## config.mk

```make
export PLATFORM = sky130hd
export DESIGN_NAME = sram_port_ctrl
export DESIGN_NICKNAME = d
export VERILOG_FILES = /design/src/hdl/sram_port_pkg.sv /design/src/hdl/holdoff_timer.sv /design/src/hdl/sram_port_ctrl.sv
export VERILOG_INCLUDE_DIRS = /design/src /design/src/hdl
export SDC_FILE = /design/constraint.sdc
export NUM_CORES = 1
export LEC_CHECK = 0
export BUFFER_PORTS_ARGS = -buffer_cell sky130_fd_sc_hd__buf_4
export CAP_MARGIN = 15
export CORE_MARGIN = 2
export CORE_UTILIZATION = 40
export DETAILED_ROUTE_END_ITERATION = 10
export HOLD_SLACK_MARGIN = 0.05
export PLACE_DENSITY = 0.61
export SLEW_MARGIN = 0
export SYNTH_ARGS = -nofsm -noshare
export SYNTH_HDL_FRONTEND = slang
export SYNTH_SLANG_ARGS = --single-unit
```

## constraint.sdc

```tcl
create_clock -name clk_sys -period 3 [get_ports clk_sys]
set_input_delay 0.9 -clock clk_sys [delete_from_list [all_inputs] [get_ports clk_sys]]
set_output_delay 0.9 -clock clk_sys [all_outputs]
set_load 0.05 [all_outputs]
```

## src/hdl/sram_port_map.svh

```systemverilog
// timing counts and widths for the static ram port controller
`ifndef SRAM_PORT_MAP_SVH
`define SRAM_PORT_MAP_SVH
`define CLK_PERIOD_NS 10
`define ADDR_W 15
`define DATA_W 8
`define ADDRESS_ACCESS_TIME_NS 70
`define OE_ACCESS_TIME_NS 35
`define ADDRESS_HOLD_OUT_TIME_NS 10
`define STROBE_TO_FLOAT_TIME_NS 25
`define WRITE_CYCLE_NS 70
`define STROBE_LOW_NS 50
`define SELECT_LOW_NS 55
`define ADDR_TO_END_NS 60
`define DATA_SETUP_NS 30
`define DATA_HOLD_NS 5
`define POWER_UP_HOLDOFF_MS 200
// least times round up, at least one cycle
`define READ_CYC ((`ADDRESS_ACCESS_TIME_NS+`CLK_PERIOD_NS-1)/`CLK_PERIOD_NS)
`define STROBE_CYC ((`SELECT_LOW_NS+`CLK_PERIOD_NS-1)/`CLK_PERIOD_NS)
`define HOLD_CYC ((`DATA_HOLD_NS+`CLK_PERIOD_NS-1)/`CLK_PERIOD_NS)
// holdoff wait is the longest recovery, so data are never offered early
`define HOLDOFF_CYC (`POWER_UP_HOLDOFF_MS*100000)
`endif

```

## src/hdl/sram_port_pkg.sv

```systemverilog
// types for the static ram port controller
package sram_port_pkg;
  typedef struct packed {
    logic write;
    logic [14:0] addr;
    logic [7:0] wdata;
  } request_type;
  typedef struct packed {
    logic select_n;
    logic output_drive_n;
    logic store_strobe_n;
    logic [14:0] address_lines;
  } pins_type;
  typedef enum logic [2:0] {
    st_holdoff = 3'b000,
    st_idle = 3'b001,
    st_read = 3'b010,
    st_write = 3'b011,
    st_release = 3'b100
  } state_type;
endpackage

```

## src/hdl/holdoff_timer.sv

```systemverilog
// power-up holdoff counter
`timescale 1ns/1ps
`include "sram_port_map.svh"
module holdoff_timer #(
  parameter int unsigned HOLDOFF = `HOLDOFF_CYC
) (
  input wire logic clk_sys,
  input wire logic reset,
  input wire logic power_fail_level,
  output logic ready
);
  logic [31:0] count_r;
  logic [31:0] count_nxt;
  logic ready_r;
  logic ready_nxt;
  // ==========================================
  // restart on every fail, count after release
  always_comb begin
    count_nxt = count_r;
    ready_nxt = ready_r;
    if (power_fail_level) begin
      count_nxt = 32'h0;
      ready_nxt = 1'b0;
    end else if (!ready_r) begin
      if (count_r >= HOLDOFF - 1) begin
        ready_nxt = 1'b1;
      end else begin
        count_nxt = count_r + 32'h1;
      end
    end
  end
  always_ff @(posedge clk_sys or posedge reset) begin
    if (reset) begin
      count_r <= 32'h0;
      ready_r <= 1'b0;
    end else begin
      count_r <= count_nxt;
      ready_r <= ready_nxt;
    end
  end
  assign ready = ready_r;
endmodule

```

## src/hdl/sram_port_ctrl.sv

```systemverilog
// host-side controller for an asynchronous byte-wide static ram
`timescale 1ns/1ps
`include "sram_port_map.svh"
// Contract
// - write spans later falling edge to first rising edge
// - host keeps address stable across the whole write
// - write data set up 30 ns before end, held 5 ns
// - host keeps output drive high during writes
// - strobe low at least 50 ns, cycle at least 70 ns
// - select-controlled write keeps select low 55 ns
// - address valid 60 ns before the terminating rising edge
// - host keeps select high while supply rises
module sram_port_ctrl
  import sram_port_pkg::*;
#(
  parameter int unsigned HOLDOFF = `HOLDOFF_CYC
) (
  input wire logic clk_sys,
  input wire logic reset,
  input wire logic power_fail_level,
  input wire logic req_valid,
  input wire request_type req,
  output logic req_ready,
  output logic rsp_valid,
  output logic [7:0] rsp_rdata,
  output logic access_blocked,
  output pins_type pins,
  input wire logic [7:0] byte_lanes_in,
  output logic [7:0] byte_lanes_out,
  output logic byte_lanes_oe
);
  localparam logic [3:0] READ_N = 4'(`READ_CYC);
  localparam logic [3:0] STROBE_N = 4'(`STROBE_CYC);
  localparam logic [3:0] HOLD_N = 4'(`HOLD_CYC);

  state_type state_r;
  state_type state_nxt;
  logic [3:0] cnt_r;
  logic [3:0] cnt_nxt;
  pins_type pins_r;
  pins_type pins_nxt;
  logic [7:0] wdata_r;
  logic [7:0] wdata_nxt;
  logic oe_r;
  logic oe_nxt;
  logic [7:0] rdata_r;
  logic [7:0] rdata_nxt;
  logic rsp_r;
  logic rsp_nxt;
  logic up_ready;
  logic take_write;
  logic read_done;
  logic write_done;
  logic release_done;

  // ==========================================
  // recovery holdoff
  holdoff_timer #(
    .HOLDOFF(HOLDOFF)
  ) u_holdoff (
    .clk_sys(clk_sys),
    .reset(reset),
    .power_fail_level(power_fail_level),
    .ready(up_ready)
  );

  // ==========================================
  // step decode shared by the sequencer and the data groups
  assign take_write = (state_r == st_idle) && req_valid && req.write &&
    !power_fail_level;
  assign read_done = (state_r == st_read) && (cnt_r + 4'h1 >= READ_N);
  assign write_done = (state_r == st_write) && (cnt_r + 4'h1 >= STROBE_N);
  assign release_done = (state_r == st_release) &&
    (cnt_r + 4'h1 >= HOLD_N);

  // ==========================================
  // access sequencer
  always_comb begin
    state_nxt = state_r;
    cnt_nxt = cnt_r;
    pins_nxt = pins_r;
    case (state_r)
      st_holdoff: begin
        // select held high until supply is stable
        pins_nxt.select_n = 1'b1;
        pins_nxt.output_drive_n = 1'b1;
        pins_nxt.store_strobe_n = 1'b1;
        if (up_ready && !power_fail_level) begin
          state_nxt = st_idle;
        end
      end
      st_idle: begin
        if (req_valid) begin
          // address set on the same edge as the strobe, zero margin met
          pins_nxt.address_lines = req.addr;
          pins_nxt.select_n = 1'b0;
          cnt_nxt = 4'h0;
          if (req.write) begin
            // strobe and select fall together, device never drives
            pins_nxt.store_strobe_n = 1'b0;
            pins_nxt.output_drive_n = 1'b1;
            state_nxt = st_write;
          end else begin
            pins_nxt.store_strobe_n = 1'b1;
            pins_nxt.output_drive_n = 1'b0;
            state_nxt = st_read;
          end
        end
      end
      st_read: begin
        // sample only after full access time
        cnt_nxt = cnt_r + 4'h1;
        if (read_done) begin
          // address held until lanes sampled
          pins_nxt.select_n = 1'b1;
          pins_nxt.output_drive_n = 1'b1;
          state_nxt = st_release;
          cnt_nxt = 4'h0;
        end
      end
      st_write: begin
        // strobe width of 60 ns covers 50, 55 and 60 ns minimums
        cnt_nxt = cnt_r + 4'h1;
        if (write_done) begin
          // both rise together, one ending edge
          pins_nxt.store_strobe_n = 1'b1;
          pins_nxt.select_n = 1'b1;
          state_nxt = st_release;
          cnt_nxt = 4'h0;
        end
      end
      st_release: begin
        // data and address kept past the end edge
        cnt_nxt = cnt_r + 4'h1;
        if (release_done) begin
          state_nxt = st_idle;
        end
      end
      default: begin
        state_nxt = st_holdoff;
      end
    endcase
    // a fail aborts at once; only the open write may suffer
    if (power_fail_level) begin
      state_nxt = st_holdoff;
      pins_nxt.select_n = 1'b1;
      pins_nxt.output_drive_n = 1'b1;
      pins_nxt.store_strobe_n = 1'b1;
    end
  end

  always_ff @(posedge clk_sys or posedge reset) begin
    if (reset) begin
      state_r <= st_holdoff;
      cnt_r <= 4'h0;
      pins_r <= '{1'b1, 1'b1, 1'b1, 15'h0000};
    end else begin
      state_r <= state_nxt;
      cnt_r <= cnt_nxt;
      pins_r <= pins_nxt;
    end
  end

  // ==========================================
  // write data; lanes driven from strobe fall to one cycle past its rise
  always_comb begin
    wdata_nxt = wdata_r;
    oe_nxt = oe_r;
    if (power_fail_level || state_r == st_holdoff) begin
      // a cut write lets go of the lanes at once, no contention on return
      oe_nxt = 1'b0;
    end else if (take_write) begin
      wdata_nxt = req.wdata;
      oe_nxt = 1'b1; // data from strobe start, covers setup
    end else if (release_done) begin
      oe_nxt = 1'b0; // held past the ending edge
    end
  end

  always_ff @(posedge clk_sys or posedge reset) begin
    if (reset) begin
      wdata_r <= 8'h00;
      oe_r <= 1'b0;
    end else begin
      wdata_r <= wdata_nxt;
      oe_r <= oe_nxt;
    end
  end

  // ==========================================
  // read capture; a fail before the sampling edge leaves floating lanes,
  // so that answer is dropped instead of handed over as data
  always_comb begin
    rdata_nxt = rdata_r;
    rsp_nxt = 1'b0;
    if (read_done && !power_fail_level) begin
      rdata_nxt = byte_lanes_in;
      rsp_nxt = 1'b1;
    end
  end

  always_ff @(posedge clk_sys or posedge reset) begin
    if (reset) begin
      rdata_r <= 8'h00;
      rsp_r <= 1'b0;
    end else begin
      rdata_r <= rdata_nxt;
      rsp_r <= rsp_nxt;
    end
  end

  assign req_ready = (state_r == st_idle) && !power_fail_level;
  assign rsp_valid = rsp_r;
  assign rsp_rdata = rdata_r;
  assign access_blocked = (state_r == st_holdoff);
  assign pins = pins_r;
  assign byte_lanes_out = wdata_r;
  assign byte_lanes_oe = oe_r;
endmodule

```

; After elaboration in Yosys (flattened, before gate mapping)
; Index checks and enable logic that the tools add are counted.
[word_totals]
out_inout_bits = 38
elab_cells = 86
ff_bits = 76
input_bits = 36
[classes]
n_addsub = 2
bitwise = 1
eq_ne = 12
muxes = 30
magnitude_cmp = 4
n_reduce_logical = 25
[ops]
columns = op, count
row1 = 32-bit 2-to-1 mux, 3
row2 = 32-bit by 1-bit adder with 32-bit output (second input constant), 1
row3 = 32-bit by 25-bit greater-or-equal comparator with 1-bit output (second input constant), 1
row4 = 3-bit 2-to-1 mux, 7
row5 = 18-bit 2-to-1 mux, 1
row6 = 4-bit one-hot mux with 4 select lines, 1
row7 = 3-bit one-hot mux with 5 select lines, 1
row8 = 4-bit 2-to-1 mux, 3
row9 = 3-bit inequality test (second input constant), 4
row10 = 4-bit nonzero test, 3
row11 = 1-bit logical AND, 9
row12 = 1-bit 2-to-1 mux, 9
row13 = 4-bit by 3-bit greater-or-equal comparator with 1-bit output (second input constant), 2
row14 = 2-bit AND reduction, 4
row15 = 3-bit by 2-bit == test with 1-bit output (second input constant), 2
row16 = 2-bit inequality test (second input constant), 3
row17 = 1-bit one-hot mux with 3 select lines, 2
row18 = 3-bit AND reduction, 2
row19 = 5-bit AND reduction, 1
row20 = 5-bit nonzero test, 1
row21 = 4-bit by 1-bit adder with 4-bit output (second input constant), 1
row22 = 4-bit by 1-bit greater-or-equal comparator with 1-bit output (second input constant), 1
row23 = 2-bit 2-to-1 mux, 2
row24 = 1-bit one-hot mux with 4 select lines, 1
row25 = other kinds (9), 9

; Longest topological paths before layout
[depth]
depth_word = 6
mapped_depth = 8
mapped_depth_nobuf = 7

; Modules after synthesis
; From an unflattened synthesis, not the netlist that was laid out.
[hier_totals]
hier_cells = 352
hier_area_um2 = 3817.4
[modules_own_cells]
columns = module, n_inst, area_each_um2, seq_area_each_um2, cells_per_inst
row1 = sram_port_ctrl, 1, 2028.2, 1079.8, 163
row2 = holdoff_timer, 1, 1789.2, 825.8, 189

; Worst setup path before layout
; No wires, ideal clock.
[synth_timing]
path_type = in2out
start = input power_fail_level
end = output req_ready
t_required_ps = 2100
n_path_buf = 2
path_slack_ps = -644
stages = 3
arrival_time_ps = 2744
cell_sequence = clkbuf_1 -> clkbuf_1 -> nor4_1
[synth_between]
elab_chain_cells = 2
[synth_rtl]
columns = item, line
row1 = from (decl), sram_port_ctrl.sv:20  ; input wire logic power_fail_level,
row2 = 1-bit logical NOT, sram_port_ctrl.sv:212  ; assign req_ready = (state_r == st_idle) && !power_fail_level;
row3 = 1-bit logical AND, sram_port_ctrl.sv:212
row4 = to (decl), sram_port_ctrl.sv:23  ; output logic req_ready,
; No other way between the ends.

; Worst setup path in the final report
[layout_timing]
start = register state_r[0]
end = output req_ready
[layout_between]
elab_chain_cells = 2
[layout_rtl]
columns = item, line
row1 = from (decl), sram_port_ctrl.sv:36  ; state_type state_r;
row2 = from (signal assigned), sram_port_ctrl.sv:154  ; state_r <= st_holdoff;
row3 = from (signal assigned), sram_port_ctrl.sv:158  ; state_r <= state_nxt;
row4 = 3-bit by 1-bit == test with 1-bit output, sram_port_ctrl.sv:212
row5 = 1-bit logical AND, sram_port_ctrl.sv:212
; No other way between the ends.

==> summary.md <==
| Metric | Value |
|---|---|
| Largest net degree at the start of global routing | 77 |
| CTS clk-pin slew, worst paths | 80 ps |
| CTS H-tree lvls | 3 |
| Setup crit start kind | flip-flop |
| IR drop worst, VDD | 0.284 mV |
| Most frequent cells in the layout | 77 x buf_4, 73 x dfrtp_1, 32 x mux2_2, 23 x a21oi_1, 21 x nand2_1 |
| Post-synthesis net count | 386 |
| Dpl cells | 518 |
| Share of layout cells above drive strength 1 | 34.8% |
| Fin Hold WS | 510 ps |
| Initial DRC Count | 174 |
| EDFF count, synth | 0 |
| Mean Syn Cell Area | 10.8 µm² |
| Fin. Hold Viols | 0 |
| Chip width | 101 µm |
| Clock sink count | 76 |
| Placement Cell Area | 0.00441 mm² |
| Global-route wire length before repair | 13400 µm |
| Gpl congestion | 0.799 |
| Vias in the first global route | 2768 |
| DR WL/cell | 15.1 µm |
| Main synth FF type | dfrtp_1 |
| Comb pwr share | 17.3% |
| Register area share after synthesis | 51.0% |
| DR vias/cell | 5.54 |
| Commonest non-fill, non-tap cell in the layout | buf_4 |
| Drt first pass iters | 7 |
| Yosys warning count | 0 |
| # hold bufs at CTS | 0 |
| Filler instances | 860 |
| Area of the mapped netlist | 0.00374 mm² |
| Slew margin rel. | 53.2% |
| CTS Root Cell | clkbuf_8 |
| Layout area overhead | 24.1% |
| RSZ-0062 raised after global routing | false |
| Num rows | 35 |
| Slew Limit Fails | 0 |
| Power density cells | 526 mW/mm² |
| Power share of the sequential group | 46.3% |
| Num CTS Buffers | 9 |
| Detailed Place HPWL | 5480 µm |
| Crit Path Category | flip-flop to output port |
| Area share of the largest cell type after synthesis | 48.9% |
| Yosys cell types | 57 |
| Max Cap Viol | 0 |
| Least-Margin Pin Slew | 701 ps |
| Period utilisation layout | 82.7% |
| Total Nets Final | 459 |
| Top post-synthesis cells by area | dfrtp_1 49%, mux2_2 9.6%, a21oi_1 3.1%, nor2b_1 2.2%, dfstp_2 2.1% |
| Initial antenna violation count | 0 |
| Initial core utilization | 40.8% |
| Register area | 0.00191 mm² |
| Outcome | finished, final reports clean |
| Internal power | 1730 µW |
| TritonCTS clock tree | yes |
| Core box area | 0.00915 mm² |
| Cells after Synth | 345 |
| Antenna fix cells | 0 |
| Vias | 2959 |
| Switching Fraction | 29.0% |
| DRC | 0 |
| Fin Clk Skew | 11.9 ps |
| GRT Total Usage | 16.5% |
| Async SR Flop Fraction | 100% |
| Tmin final | 2480 ps |
| Post-Layout Inst Area | 0.00464 mm² |
| Final std cells w/o fill | 534 |
| Arrival @ worst endpoint | 1580 ps |
| Pleak | 0.00211 µW |
| Largest area contributor in the netlist | dfrtp_1 |
| Resized cells post-CTS | 0 |
| CP endpoint kind | output port |
| HP Class | flip-flop to flip-flop |
| Fmax | 0.403 GHz |
| Overall die area | 0.0101 mm² |
| Clock power share | 36.4% |
| Clock Latency Late Sink | 350 ps |
| Final ANT Viol Nets | 0 |
| Switch Pwr | 707 µW |
| #FFs+latches synth | 76 |
| WL final | 8040 µm |
| CP max FO | 11 |
| PortBufs | 73 |
| Final setup violation count | 0 |
| Sum Neg Setup Slack | 0 ps |
| Top Ports | 74 |
| Gr ovfl total | 0 |
| Critical Path RT | 2100 ps |
| CTS max path bufs | 2 |
| Setup Fix Bufs, Post-CTS | 0 |
| DIE HEIGHT | 101 µm |
| Area of the multi-input gates | 0.00172 mm² |
==> cell type report <==
class	instances	area share, %
Clock inverter	5	1.83
Timing Repair Buffer	78	12.9
Inverter	13	1.05
Multi-Input combinational cell	240	37.1
Sequential cell	76	41.1
Clock buffer	11	3.05
Tap cell	111	3.00
==> cells by family after synthesis <==
family | count (synthesis) | share of synthesized area [%]
AO/OA/AOI/OAI | 70 | 12.5
XOR/XNOR | 1 | 0.234
adder cells (fa/ha/maj) | 5 | 1.67
buffers and inverters | 29 | 3.38
flip-flops | 76 | 51.0
multiplexers | 37 | 11.6
AND/OR/NAND/NOR | 127 | 19.7
==> routing by layer <==
layer  up-vias  track usage (%)  routed length (µm)
met5         -                0                   0
met4         0             4.11                  83
met3         8             5.69                 508
met2        82             23.9                3470
met1      1446             23.8                3970
li1       1423                -                   -
==> power groups by stage <==
| stage | clock network, µW | registers (µW) | logic [µW] |
|---|---|---|---|
| finish | 887 | 1130 | 423 |
| global route | 959 | 1140 | 450 |
| detailed placement | 0 | 1150 | 428 |
| floorplan | 0 | 1310 | 113 |
| global placement | 0 | 1150 | 424 |
| CTS | 919 | 1130 | 428 |
==> through the flow <==
step           total power, µW  utilization, %  worst slack, ps
3_3_place_gp              1570            48.2              682
5_1_grt                   2550            50.7              389
6_report                  2440            50.7              519
3_5_place_dp              1580            48.2              625
4_1_cts                   2480            50.7              487
2_1_floorplan             1420               -              167
==> path summary, 6_finish.rpt <==
kind	startpoint	endpoint	slack (ps)	cells after the start
worst max-delay path	state_r[0]	req_ready	520	3
worst min register to register	rsp_rdata[2]	rsp_rdata[2]	510	1
worst min-delay path	rsp_rdata[2]	rsp_rdata[2]	510	1
min in group asynchronous	reset	u_holdoff.count_r[0]	620	3
worst max register to register	u_holdoff.count_r[27]	u_holdoff.count_r[20]	610	5
max in group asynchronous	reset	pins[16]	2000	3
==> worst max-delay path: stages, from the launching register on <==
cell and delay (ps):
dfrtp_1 540, inv_1 170, nor4_4 280, buf_4 240
==> state kept, by name, indices dropped and copies added (netlist names) <==
signal and cells:
byte_lanes_oe 1, byte_lanes_out 8, cnt_r 4, pins 18, rsp_rdata 8, rsp_valid 1, state_r 3, u_holdoff.count_r 32
u_holdoff.ready 1
==> Yosys cell counts, drive strengths merged (2+ instances only) <==
master,n
nor2,16
a32oi,2
mux2,37
and4b,2
a21oi,23
nand2,23
dfstp,3
a2111oi,2
o31a,2
a311oi,2
nor2b,13
clkbuf,11
ha,5
dfrtp,73
o311ai,2
buf,5
o21ai,13
o31ai,9
and3,3
a31o,2
nor3,11
or4,8
or3,12
nand2b,2
o21a,2
inv,13
nand3,13
or2,2
nand4,10
nor4,11
Power figures use the tool's default switching activity.
